File: src/hdl/mpp_pkg.sv
// Package with constants for the motor pole polarisation sequencer.
// Notes on behaviour
// - Only manual start begins pole finding.
// - Clearing enable flag leaves calibration; resets disabled.
// - Start begins calibration only while enabled.
// - Method fixed at standard; others refused.
// - Phase codes 0/1/2 give 90/210/330 degrees.
// - Lock current percent 0 to 100, default 50.
// - Ramp time 0.10 to 20.00 s, default 1.00.
// - Ramp current into phase; rotor locks there.
// - Signed offset added to position, wraps.
// - Report corrected angle within -180..+180.
// - Report applied current as read-only value.
// - State code 0 normal, 1 locking.
// - Zero where U crosses rising; clockwise grows.
package mpp_pkg;
   // Register byte offsets.
   localparam logic [7:0] OFS_CTRL = 8'h00;
   localparam logic [7:0] OFS_PHASE = 8'h04;
   localparam logic [7:0] OFS_PCT = 8'h08;
   localparam logic [7:0] OFS_RAMP = 8'h0C;
   localparam logic [7:0] OFS_CORR = 8'h10;
   localparam logic [7:0] OFS_ANGLE = 8'h14;
   localparam logic [7:0] OFS_CUR = 8'h18;
   localparam logic [7:0] OFS_STATE = 8'h1C;
   localparam logic [7:0] OFS_CONT = 8'h20;
   localparam logic [7:0] OFS_METHOD = 8'h24;
   // Control bit positions.
   localparam int BIT_ENABLE = 0;
   localparam int BIT_START = 1;
   // Angles are signed centidegrees; 36000 is one electrical turn.
   localparam logic signed [17:0] ANG_TURN = 18'sd36000;
   localparam logic signed [17:0] ANG_HALF = 18'sd18000;
   localparam logic signed [17:0] ANG_U = 18'sd9000;
   localparam logic signed [17:0] ANG_V = -18'sd15000;
   localparam logic signed [17:0] ANG_W = -18'sd3000;
   // Percent in hundredths, ramp in hundredths of a second.
   localparam logic [15:0] PCT_RST = 16'h1388;
   localparam logic [15:0] PCT_MAX = 16'h2710;
   localparam logic [15:0] RAMP_RST = 16'h0064;
   localparam logic [15:0] RAMP_MIN = 16'h000A;
   localparam logic [15:0] RAMP_MAX = 16'h07D0;
   localparam logic [1:0] PHASE_RST = 2'h0;
   localparam logic [1:0] METHOD_STD = 2'h1;
   localparam logic [15:0] CONT_RST = 16'h01EA;
   // One ramp tick per hundredth of a second at 50 MHz.
   localparam int CLK_HZ = 50_000_000;
   localparam int TICK_US = 10_000;
   localparam int TICK_CYC = CLK_HZ / 1_000_000 * TICK_US;
   typedef enum logic [1:0] {
      MPP_NORMAL = 2'b01,
      MPP_LOCKING = 2'b10
   } mpp_state_e;
endpackage

File: src/hdl/mpp_angle.sv
// Offset adder that wraps the electrical angle into one turn.
`timescale 1ns/100ps
`default_nettype none
module mpp_angle
   import mpp_pkg::*;
(
   input wire logic signed [17:0] raw, // Measured angle, centidegrees.
   input wire logic signed [17:0] corr, // Signed correction.
   output logic signed [17:0] sum // Wrapped corrected angle.
);
   logic signed [18:0] s;
   always_comb begin
      s = 19'(raw) + 19'(corr);
      if (s > 19'(ANG_HALF)) begin
         s = s - 19'(ANG_TURN);
      end else if (s < -19'(ANG_HALF)) begin
         s = s + 19'(ANG_TURN);
      end
      sum = s[17:0];
   end
endmodule
`default_nettype wire

File: src/hdl/mpp_ramp.sv
// Linear current ramp from zero to a target over a number of ticks.
`timescale 1ns/100ps
`default_nettype none
module mpp_ramp
   import mpp_pkg::*;
#(
   parameter int TICK = TICK_CYC // Cycles per hundredth of a second.
) (
   input wire logic hclk, // Clock.
   input wire logic hresetn, // Async reset, active low.
   input wire logic run, // Ramp active; low clears output.
   input wire logic [15:0] target, // Final level, same unit as level.
   input wire logic [15:0] ticks, // Ramp length in hundredths of a second.
   output logic [15:0] level // Present level.
);
   logic [31:0] div;
   logic [15:0] cnt;
   logic [31:0] prod;
   always_ff @(posedge hclk or negedge hresetn) begin
      if (!hresetn) begin
         div <= 32'h0000_0000;
      end else if (!run || div == 32'(TICK - 1)) begin
         div <= 32'h0000_0000;
      end else begin
         div <= div + 32'h0000_0001;
      end
   end
   always_ff @(posedge hclk or negedge hresetn) begin
      if (!hresetn) begin
         cnt <= 16'h0000;
      end else if (!run) begin
         cnt <= 16'h0000;
      end else if (div == 32'(TICK - 1) && cnt < ticks) begin
         cnt <= cnt + 16'h0001;
      end
   end
   // Division keeps the slope exact; it is one cycle of logic per update.
   assign prod = 32'(target) * 32'(cnt);
   always_ff @(posedge hclk or negedge hresetn) begin
      if (!hresetn) begin
         level <= 16'h0000;
      end else if (!run) begin
         level <= 16'h0000;
      end else begin
         level <= 16'(prod / 32'(ticks));
      end
   end
endmodule
`default_nettype wire

File: src/hdl/mpp_top.sv
// Pole polarisation sequencer with an AHB-Lite register slave.
`timescale 1ns/100ps
`default_nettype none
module mpp_top
   import mpp_pkg::*;
#(
   parameter int TICK = TICK_CYC // Cycles per ramp step; shorten in simulation.
) (
   input wire logic hclk, // Clock, 50 MHz.
   input wire logic hresetn, // Async reset, active low.
   input wire logic hsel, // Slave select.
   input wire logic [31:0] haddr, // Byte address.
   input wire logic [1:0] htrans, // Transfer type.
   input wire logic hwrite, // Write when high.
   input wire logic [2:0] hsize, // Transfer size.
   input wire logic [31:0] hwdata, // Write data.
   input wire logic hready, // Bus ready.
   output logic [31:0] hrdata, // Read data.
   output logic hreadyout, // Slave ready.
   output logic hresp, // Always OKAY.
   input wire logic signed [17:0] sensor_angle, // Raw position, centidegrees.
   output logic signed [17:0] rotor_elec_angle, // Corrected angle.
   output logic [1:0] lock_phase, // Phase being locked.
   output logic signed [17:0] lock_angle, // Target angle of the lock.
   output logic [15:0] lock_current, // Current setpoint, centiamps.
   output logic state_locking // High while locking.
);
   logic calib_enable;
   logic calib_start_req;
   logic [1:0] phase_sel;
   logic [15:0] lock_current_pct;
   logic [15:0] lock_current_ramp_time;
   logic signed [17:0] angle_correction;
   logic [15:0] motor_continuous_current;
   mpp_state_e state;
   mpp_state_e next_state;
   logic start_q;
   logic [15:0] target;
   logic [15:0] ramp_level;
   logic signed [17:0] corr_angle;
   logic wr_pend;
   logic [7:0] wr_addr;
   logic [7:0] rd_addr;
   logic rd_pend;
   logic running;

   function automatic logic signed [17:0] phase_angle(input logic [1:0] p);
      case (p)
         2'h1: phase_angle = ANG_V;
         2'h2: phase_angle = ANG_W;
         default: phase_angle = ANG_U;
      endcase
   endfunction

   // Address phase capture; the slave answers with zero wait states.
   always_ff @(posedge hclk or negedge hresetn) begin
      if (!hresetn) begin
         wr_pend <= 1'b0;
         rd_pend <= 1'b0;
         wr_addr <= 8'h00;
         rd_addr <= 8'h00;
      end else begin
         wr_pend <= hsel && hready && htrans[1] && hwrite;
         rd_pend <= hsel && hready && htrans[1] && !hwrite;
         wr_addr <= haddr[7:0];
         rd_addr <= haddr[7:0];
      end
   end

   always_ff @(posedge hclk or negedge hresetn) begin
      if (!hresetn) begin
         hreadyout <= 1'b1;
         hresp <= 1'b0;
      end else begin
         hreadyout <= 1'b1;
         hresp <= 1'b0;
      end
   end

   always_ff @(posedge hclk or negedge hresetn) begin
      if (!hresetn) begin
         calib_enable <= 1'b0;
         calib_start_req <= 1'b0;
      end else if (wr_pend && wr_addr == OFS_CTRL) begin
         calib_enable <= hwdata[BIT_ENABLE];
         calib_start_req <= hwdata[BIT_START];
      end
   end

   // Out-of-range values are clamped and phase code 3 is ignored, so the ramp never divides by zero.
   always_ff @(posedge hclk or negedge hresetn) begin
      if (!hresetn) begin
         phase_sel <= PHASE_RST;
         lock_current_pct <= PCT_RST;
         lock_current_ramp_time <= RAMP_RST;
         angle_correction <= 18'sd0;
         motor_continuous_current <= CONT_RST;
      end else if (wr_pend) begin
         case (wr_addr)
            OFS_PHASE: begin
               if (hwdata[1:0] != 2'h3) begin
                  phase_sel <= hwdata[1:0];
               end
            end
            OFS_PCT: begin
               lock_current_pct <= (hwdata[15:0] > PCT_MAX) ? PCT_MAX : hwdata[15:0];
            end
            OFS_RAMP: begin
               if (hwdata[15:0] < RAMP_MIN) begin
                  lock_current_ramp_time <= RAMP_MIN;
               end else if (hwdata[15:0] > RAMP_MAX) begin
                  lock_current_ramp_time <= RAMP_MAX;
               end else begin
                  lock_current_ramp_time <= hwdata[15:0];
               end
            end
            OFS_CORR: begin
               if ($signed(hwdata[17:0]) > ANG_HALF) begin
                  angle_correction <= ANG_HALF;
               end else if ($signed(hwdata[17:0]) < -ANG_HALF) begin
                  angle_correction <= -ANG_HALF;
               end else begin
                  angle_correction <= $signed(hwdata[17:0]);
               end
            end
            OFS_CONT: begin
               motor_continuous_current <= hwdata[15:0];
            end
            default: begin
            end
         endcase
      end
   end

   always_ff @(posedge hclk or negedge hresetn) begin
      if (!hresetn) begin
         hrdata <= 32'h0000_0000;
      end else if (hsel && hready && htrans[1] && !hwrite) begin
         case (haddr[7:0])
            OFS_CTRL: hrdata <= {30'h0, calib_start_req, calib_enable};
            OFS_PHASE: hrdata <= {30'h0, phase_sel};
            OFS_PCT: hrdata <= {16'h0, lock_current_pct};
            OFS_RAMP: hrdata <= {16'h0, lock_current_ramp_time};
            OFS_CORR: hrdata <= 32'(angle_correction);
            OFS_ANGLE: hrdata <= 32'(rotor_elec_angle);
            OFS_CUR: hrdata <= {16'h0, lock_current};
            OFS_STATE: hrdata <= {31'h0, state_locking};
            OFS_CONT: hrdata <= {16'h0, motor_continuous_current};
            OFS_METHOD: hrdata <= {30'h0, METHOD_STD};
            default: hrdata <= 32'h0000_0000;
         endcase
      end else begin
         hrdata <= 32'h0000_0000;
      end
   end

   // A start is a rising edge of the start flag, seen only while enabled.
   always_ff @(posedge hclk or negedge hresetn) begin
      if (!hresetn) begin
         start_q <= 1'b0;
      end else begin
         start_q <= calib_start_req;
      end
   end

   always_comb begin
      next_state = state;
      case (state)
         MPP_NORMAL: begin
            if (calib_enable && calib_start_req && !start_q) begin
               next_state = MPP_LOCKING;
            end
         end
         MPP_LOCKING: begin
            if (!calib_enable) begin
               next_state = MPP_NORMAL;
            end
         end
         default: next_state = MPP_NORMAL;
      endcase
   end

   always_ff @(posedge hclk or negedge hresetn) begin
      if (!hresetn) begin
         state <= MPP_NORMAL;
      end else begin
         state <= next_state;
      end
   end

   // Target in centiamps: continuous current scaled by percent hundredths.
   always_ff @(posedge hclk or negedge hresetn) begin
      if (!hresetn) begin
         target <= 16'h0000;
      end else begin
         target <= 16'((32'(motor_continuous_current) * 32'(lock_current_pct)) / 32'(PCT_MAX));
      end
   end

   assign running = (state == MPP_LOCKING);

   mpp_ramp #(
      .TICK(TICK)
   ) u_ramp (
      .hclk(hclk),
      .hresetn(hresetn),
      .run(running),
      .target(target),
      .ticks(lock_current_ramp_time),
      .level(ramp_level)
   );

   // Sensor angle is taken as zero at the rising U crossing, growing clockwise.
   mpp_angle u_angle (
      .raw(sensor_angle),
      .corr(angle_correction),
      .sum(corr_angle)
   );

   always_ff @(posedge hclk or negedge hresetn) begin
      if (!hresetn) begin
         rotor_elec_angle <= 18'sd0;
         lock_phase <= PHASE_RST;
         lock_angle <= ANG_U;
         lock_current <= 16'h0000;
         state_locking <= 1'b0;
      end else begin
         rotor_elec_angle <= corr_angle;
         lock_phase <= phase_sel;
         lock_angle <= phase_angle(phase_sel);
         lock_current <= running ? ramp_level : 16'h0000;
         state_locking <= (next_state == MPP_LOCKING);
      end
   end
endmodule
`default_nettype wire

File: config.mk
export PLATFORM = sky130hd
export DESIGN_NAME = mpp_top
export DESIGN_NICKNAME = d
export VERILOG_FILES = /design/src/hdl/mpp_pkg.sv /design/src/hdl/mpp_angle.sv /design/src/hdl/mpp_ramp.sv /design/src/hdl/mpp_top.sv
export SDC_FILE = /design/constraint.sdc
export NUM_CORES = 2
export LEC_CHECK = 0
export ABC_AREA = 1
export BUFFER_PORTS_ARGS = -buffer_cell sky130_fd_sc_hd__buf_2
export CAP_MARGIN = 40
export CORE_MARGIN = 3
export CORE_UTILIZATION = 65
export CTS_BUF_LIST = sky130_fd_sc_hd__clkbuf_2
export DETAILED_ROUTE_END_ITERATION = 6
export PLACE_DENSITY = 0.83
export SLEW_MARGIN = 20
export SYNTH_ARGS = -nofsm -noshare
export SYNTH_HDL_FRONTEND = slang
export SYNTH_HIERARCHICAL = 1
export SYNTH_SLANG_ARGS = --single-unit
File: constraint.sdc
create_clock -name hclk -period 115.1 [get_ports hclk]
set_input_delay 11.51 -clock hclk [delete_from_list [all_inputs] [get_ports hclk]]
set_output_delay 11.51 -clock hclk [all_outputs]
set_load 0.1 [all_outputs]
=== After elaboration in Yosys (flattened, before gate mapping) ===
Index checks and enable logic that the tools add are counted.

* Multiplexer cells: 18
* Equal/unequal tests: 22
* Order comparisons: 8
* Bitwise operators: 0
* Div/mod/pow operators: 2
* Shift operators: 0
* Add/subtract/negate cells: 5
* Multipliers: 2
* Reduce and logical (&&, ||, !) cells: 19

{| class="wikitable"
|+ Operators with widths
! kind !! count
|-
| 32-bit case mux with 10 select lines || 1
|-
| 16-bit 2-to-1 mux || 7
|-
| 18-bit 2-to-1 mux || 4
|-
| 16-bit by 16-bit multiplier with 32-bit output || 2
|-
| 32-bit 2-to-1 mux || 2
|-
| 8-bit by 5-bit == test with 1-bit output (second input constant) || 5
|-
| 18-bit case mux with 2 select lines || 1
|-
| 32-bit by 1-bit adder with 32-bit output (second input constant) || 1
|-
| 32-bit by 14-bit divider with 32-bit output (second input constant) || 1
|-
| 32-bit by 16-bit divider with 32-bit output || 1
|-
| 32-bit by 19-bit == test with 1-bit output (second input constant) || 1
|-
| 8-bit by 4-bit == test with 1-bit output (second input constant) || 4
|-
| 8-bit by 6-bit == test with 1-bit output (second input constant) || 3
|-
| 18-bit by 18-bit adder with 19-bit output || 1
|-
| 19-bit by 16-bit greater-than comparator with 1-bit output (second input constant) || 1
|-
| 19-bit by 16-bit < comparator with 1-bit output (second input constant) || 1
|-
| 18-bit by 17-bit adder with 18-bit output (second input constant) || 1
|-
| 18-bit by 16-bit greater-than comparator with 1-bit output (second input constant) || 1
|-
| 18-bit by 16-bit < comparator with 1-bit output (second input constant) || 1
|-
| 18-bit by 17-bit subtractor with 18-bit output (second input constant) || 1
|-
| 16-bit by 1-bit adder with 16-bit output (second input constant) || 1
|-
| 8-bit by 3-bit == test with 1-bit output (second input constant) || 2
|-
| 16-bit by 11-bit greater-than comparator with 1-bit output (second input constant) || 1
|-
| 16-bit by 14-bit greater-than comparator with 1-bit output (second input constant) || 1
|-
| other kinds (14) || 31
|}

* ROM bits: 0
* Input port bits: 92
* RAM bits: 0
* Output and inout bits: 89
* Word-level logic and storage cells: 97
* Bits in latches: 0
* Flip-flop bits (word level): 249
* Memories kept: 0

=== Depth between registers and ports, before layout ===
* Depth after elaboration: 5
* Mapped depth: 690
* Mapped depth without buffers: 641

=== Cells and area by module ===
The synthesis kept the hierarchy.

{| class="wikitable"
|+ By module, submodules not included
! module !! cells each !! area each (µm²) !! instances !! seq. area each (µm²)
|-
| mpp_ramp || 5414 || 35949.5 || 1 || 1601.5
|-
| mpp_top || 3359 || 23182.2 || 1 || 3976.3
|-
| mpp_angle || 433 || 2215.9 || 1 || 0.0
|}

=== Worst setup path before layout ===
Ideal clock, no wire load.

* Path kind: reg-to-reg
* Start: register u_ramp.cnt[3]
* End: register u_ramp.level[0]
* Cell stages (with the launch flop): 671
* Path slack: 27.862 ns
* Setup time: 0.127 ns
* Required time: 114.973 ns
* Clock period less this slack: 87.238 ns
* Arrival: 87.111 ns
* Path buffers: 51
* Cells stage by stage: dfrtp_1 > clkbuf_1 > clkbuf_1 > nand2_1 > fa_1 > inv_1 > fa_1 > inv_1 > fa_1 > inv_1 > fa_1 > fa_1 > inv_1 > fa_1 > inv_1 > ha_1 > nand2_1 > inv_1 > (+635 left out) > clkinv_4 > buf_8 > o21ai_2 > ha_1 > a21oi_1 > o21ai_0 > a21oi_1 > o21bai_1 > a21oi_1 > o21bai_1 > a21oi_1 > o21ai_0 > a21oi_1 > nor2_1 > a211oi_1 > nand3_2 > nor3_1 > a21oi_1

* Word-level cells in the longest chain between the ends: 3

{| class="wikitable"
|+ RTL lines
! item !! line !! text
|-
| from (decl) || mpp_ramp.sv:17 || <nowiki>logic [15:0] cnt;</nowiki>
|-
| from (signal assigned) || mpp_ramp.sv:34 || <nowiki>cnt <= cnt + 16'h0001;</nowiki>
|-
| 16-bit by 16-bit multiplier with 32-bit output || mpp_ramp.sv:38 || <nowiki>assign prod = 32'(target) * 32'(cnt);</nowiki>
|-
| 32-bit by 16-bit divider with 32-bit output || mpp_ramp.sv:45 || <nowiki>level <= 16'(prod / 32'(ticks));</nowiki>
|-
| 16-bit 2-to-1 mux || mpp_ramp.sv:42 || <nowiki>end else if (!run) begin</nowiki>
|-
| to (signal assigned) || mpp_ramp.sv:45 ||
|-
| to (decl) || mpp_ramp.sv:14 || <nowiki>output logic [15:0] level</nowiki>
|}

No other way between the ends.
A chain may end at the register's enable or synchronous reset.

=== Final worst setup path ===
* Start: register target[11]
* End: register u_ramp.level[0]

* Word-level cells in the longest chain between the ends: 3

{| class="wikitable"
|+ RTL lines
! item !! line !! text
|-
| from (decl) || mpp_top.sv:38 || <nowiki>logic [15:0] target;</nowiki>
|-
| from (signal assigned) || mpp_top.sv:196 || <nowiki>target <= 16'((32'(motor_continuous_current) * 32'(lock_current_pct)) / 32'(PCT_MAX));</nowiki>
|-
| 16-bit by 16-bit multiplier with 32-bit output || mpp_ramp.sv:38 ||
|-
| 32-bit by 16-bit divider with 32-bit output || mpp_ramp.sv:45 ||
|-
| 16-bit 2-to-1 mux || mpp_ramp.sv:42 ||
|}

No other way between the ends.

==> run_results.csv <==
group,metric,value,unit
run_status,run_status,"completed",
logic_synthesis,asyncSetResetFlopFracSynth,100,%
floorplanning,floorplan.die.height,313,um
cells_and_area,drive_gt1_share,13.6,%
logic_synthesis,synthDominantCellAreaShare,14.8,%
sta,finalCritPeriodShare,86.1,%
place,numPortBuffers,129,
route,post_detailed_route_count_of_antenna_violating_nets,0,
logic_synthesis,postSynthCellCount,9206,
global_routing,global_route_wire_length_before_repair,273000,um
logic_synthesis,syn_area,61300,um^2
sta,slew_violations,0,
route,route.detailed.wl_per_inst,15.5,um
logic_synthesis,netlist_top_cells_area,"sky130_fd_sc_hd__nand2_1, sky130_fd_sc_hd__ha_1, sky130_fd_sc_hd__fa_1",
critical_path,critical_path_required,115.82,ns
floorplanning,die_area,98100,um^2
sta,fmax,10.1,MHz
global_routing,first_global_vias,56439,
clock_network,worst_setup_hold_path_clk_slew,0.12,ns
flow_run,cap_violations,0,
sta,setup_repair_after_global_routing_missed_its_margin,"no",
logic_synthesis,synth.lib_cells_used.distinct,103,
logic_synthesis,synth-edff-count,0,
floorplanning,die_w,313,um
global_routing,grt_use_total,33.0,%
place,post-dp-hpwl,131000,um
sta,setup_viol,0,
logic_synthesis,netlist_top_cells_count,"sky130_fd_sc_hd__nand2_1, sky130_fd_sc_hd__inv_1, sky130_fd_sc_hd__ha_1",
clock_network,cts_root_buf,"sky130_fd_sc_hd__clkbuf_2",
sta,max_slew.worst_pin.slew,0.913,ns
floorplanning,core_region_area,93500,um^2
critical_path,worstPathArrival,99.87,ns
floorplanning,initial_core_util,65.6,%
route,detail_route.first_pass.iterations,7,
clock_network,source_to_sink_clock_delay_at_the_later_pin_of_the_worst_skew_pair,0.91,ns
clock_network,tritoncts.num_buffers,56,
logic_synthesis,synth.yosys.seq_area_share,9.09,%
critical_path,timing.critical_path.from_type,"flop",
min_path,hold_path.class,"reg -> reg",
route,dr.first_iter.drc_count,4722,
route,drt-met1-wl,69600,um
critical_path,crit_slowest_cell,"sky130_fd_sc_hd__dfrtp_1",
sta,setup-tns-final,0,ns
floorplanning,number_of_placement_rows,112,
route,dr_wl_met2,74000,um
critical_path,worst_path_most_repeated_cell,"sky130_fd_sc_hd__nand2_1",
logic_synthesis,yosysWarningCount,6,
route,detail_route.vias_per_cell,5.54,
logic_synthesis,postSynthRegisterBits,222,
route,detailroute.wirelength.met3,12600,um
critical_path,critical_path_class,"reg -> reg",
floorplanning,ios,181,
clock_network,ctsLongestPathBuffers,3,
logic_synthesis,synthesis.area_per_instance,6.66,um^2
place,routabilityCongestion,0.990,
global_routing,antenna_found_initial,4,
cells_and_area,synthToLayoutAreaGrowth,3.17,%
global_routing,maximum_number_of_pins_on_one_net_before_global_route_repair,99,
critical_path,r2r_setup_slack,15.95,ns
global_routing,global_route_total_overflow,0,
route,route.detailed.drc,0,
cells_and_area,final_nets,10318,
place,placed_cells_incl_taps,10369,
clock_network,holdBufCountCts,0,
route,routed_wirelength,162000,um
clock_network,htreeDepth,2,
logic_synthesis,yosysMostFrequentCell,"sky130_fd_sc_hd__nand2_1",
clock_network,cts_sinks,222,
sta,final_hold_viol_count,0,
critical_path,endpoint_kind,"flop",
sta,timing.final.crit_period,99.15,ns
sta,max_slew_margin,39.1,%
logic_synthesis,yosys_most_used_dff,"sky130_fd_sc_hd__dfrtp_1",
clock_network,cts_tree,"done",
critical_path,crit_fanout,32,
logic_synthesis,synth_largest_area_cell,"sky130_fd_sc_hd__nand2_1",
route,uppermost_layer_routed,"met4",
clock_network,post-cts-setup-buffer-count,0,
critical_path,slowest_delay,0.89,ns
clock_network,cts-resized-gates,0,
cells_and_area,stdcell_count,10495,
sta,clock_skew,0.0547,ns
route,vias,58188,
==> stage by stage <==
stage          cell area, um^2  hold WS [ns]  worst slack [ns]  util, %
2_1_floorplan            61400         0.374             27.86        -
3_3_place_gp             62300         0.390             19.96     66.7
3_5_place_dp             62400         0.392             16.82     66.8
4_1_cts                  63000         0.403             16.47     67.4
5_1_grt                  63300         0.433              5.39     67.7
6_report                 63300         0.415             15.95     67.7
==> layer usage <==
layer | track usage [%] | up-vias
li1 | - | 28830
met1 | 43.7 | 27067
met2 | 55.0 | 1927
met3 | 5.32 | 364
met4 | 11.0 | 0
met5 | 0 | -
==> worst paths after layout <==
kind,startpoint,to,cells after the start
min in group asynchronous,hresetn,motor_continuous_current[15],1
max in group asynchronous,hresetn,u_ramp/div[3],3
setup reg to reg,target[11],u_ramp/level[0],619
setup / recovery,target[11],u_ramp/level[0],619
hold / removal,calib_start_req,start_q,0
hold reg to reg,calib_start_req,start_q,0
==> worst max-delay path: cells and delay by family, from the launching register on <==
family                     cells  cell delay (ns)
AOI/OAI and AO/OA            227            42.11
DFF                            1             0.89
buffers and inverters        110            11.09
adders and majority gates     39            13.91
and+or+nand+nor              243            30.48
==> placed cells by master (no fill, tap or decap), types with 18 or more instances in the layout <==
cell | Yosys | final
sky130_fd_sc_hd__a21o_1 | 47 | 47
sky130_fd_sc_hd__inv_1 | 1655 | 1655
sky130_fd_sc_hd__nand3_2 | 104 | 104
sky130_fd_sc_hd__a31oi_1 | 40 | 40
sky130_fd_sc_hd__clkinv_1 | 29 | 41
sky130_fd_sc_hd__clkbuf_2 | 1 | 89
sky130_fd_sc_hd__buf_8 | 9 | 18
sky130_fd_sc_hd__nor3_1 | 77 | 75
sky130_fd_sc_hd__nand2_4 | 105 | 105
sky130_fd_sc_hd__nand3_1 | 510 | 510
sky130_fd_sc_hd__o21ai_0 | 369 | 368
sky130_fd_sc_hd__fa_1 | 389 | 389
sky130_fd_sc_hd__xor2_1 | 254 | 254
sky130_fd_sc_hd__o31ai_1 | 25 | 25
sky130_fd_sc_hd__ha_1 | 646 | 645
sky130_fd_sc_hd__xnor2_1 | 143 | 143
sky130_fd_sc_hd__nand4_1 | 139 | 139
sky130_fd_sc_hd__dfstp_2 | 18 | 18
sky130_fd_sc_hd__nor2_2 | 74 | 75
sky130_fd_sc_hd__o21ai_1 | 58 | 59
sky130_fd_sc_hd__inv_2 | 99 | 99
sky130_fd_sc_hd__o21ai_2 | 43 | 43
sky130_fd_sc_hd__dfrtp_1 | 204 | 204
sky130_fd_sc_hd__nor2_1 | 461 | 460
sky130_fd_sc_hd__nand2_1 | 2418 | 2418
sky130_fd_sc_hd__buf_2 | 6 | 128
sky130_fd_sc_hd__nand3b_1 | 23 | 23
sky130_fd_sc_hd__nand2_2 | 285 | 285
sky130_fd_sc_hd__a21oi_2 | 38 | 38
sky130_fd_sc_hd__buf_4 | 34 | 29
sky130_fd_sc_hd__or2_2 | 44 | 44
sky130_fd_sc_hd__nor2_4 | 49 | 49
sky130_fd_sc_hd__o21bai_1 | 33 | 33
sky130_fd_sc_hd__a21oi_1 | 302 | 302
==> cell type report <==
cell class / count / area (um^2)
tap: 1254 / 1570
clock buffer: 89 / 445
clock inverter: 16 / 115
antenna: 3 / 7.51
inverter: 1801 / 6860
fill: 8224 / 30200
sequential: 222 / 5580
multi-input combinational: 6929 / 47400
timing repair buffer: 181 / 1280
==> registers in the layout (all words and copies together) (netlist names), 2 cells and up <==
name / flops
angle_correction: 18
hrdata: 18
lock_angle: 5
lock_current: 16
lock_current_pct: 16
lock_current_ramp_time: 16
lock_phase: 2
motor_continuous_current: 16
phase_sel: 2
rotor_elec_angle: 18
state: 2
target: 16
u_ramp/cnt: 16
u_ramp/div: 32
u_ramp/level: 16
wr_addr: 8
==> logic make-up after synthesis <==
family,after synthesis,share of synthesized area [%]
adders and majority gates,1035,25.9
DFF,222,9.09
other,2,0.0122
muxes,2,0.0347
xor gates and xnor gates,400,5.75
and+or+nand+nor,4391,34.7
AOI/OAI and AO/OA,1092,10.9
buffers and inverters,2062,13.6
Power is not shown: default switching activity piles up to over one toggle a cycle in this logic, so the estimate is an artifact.
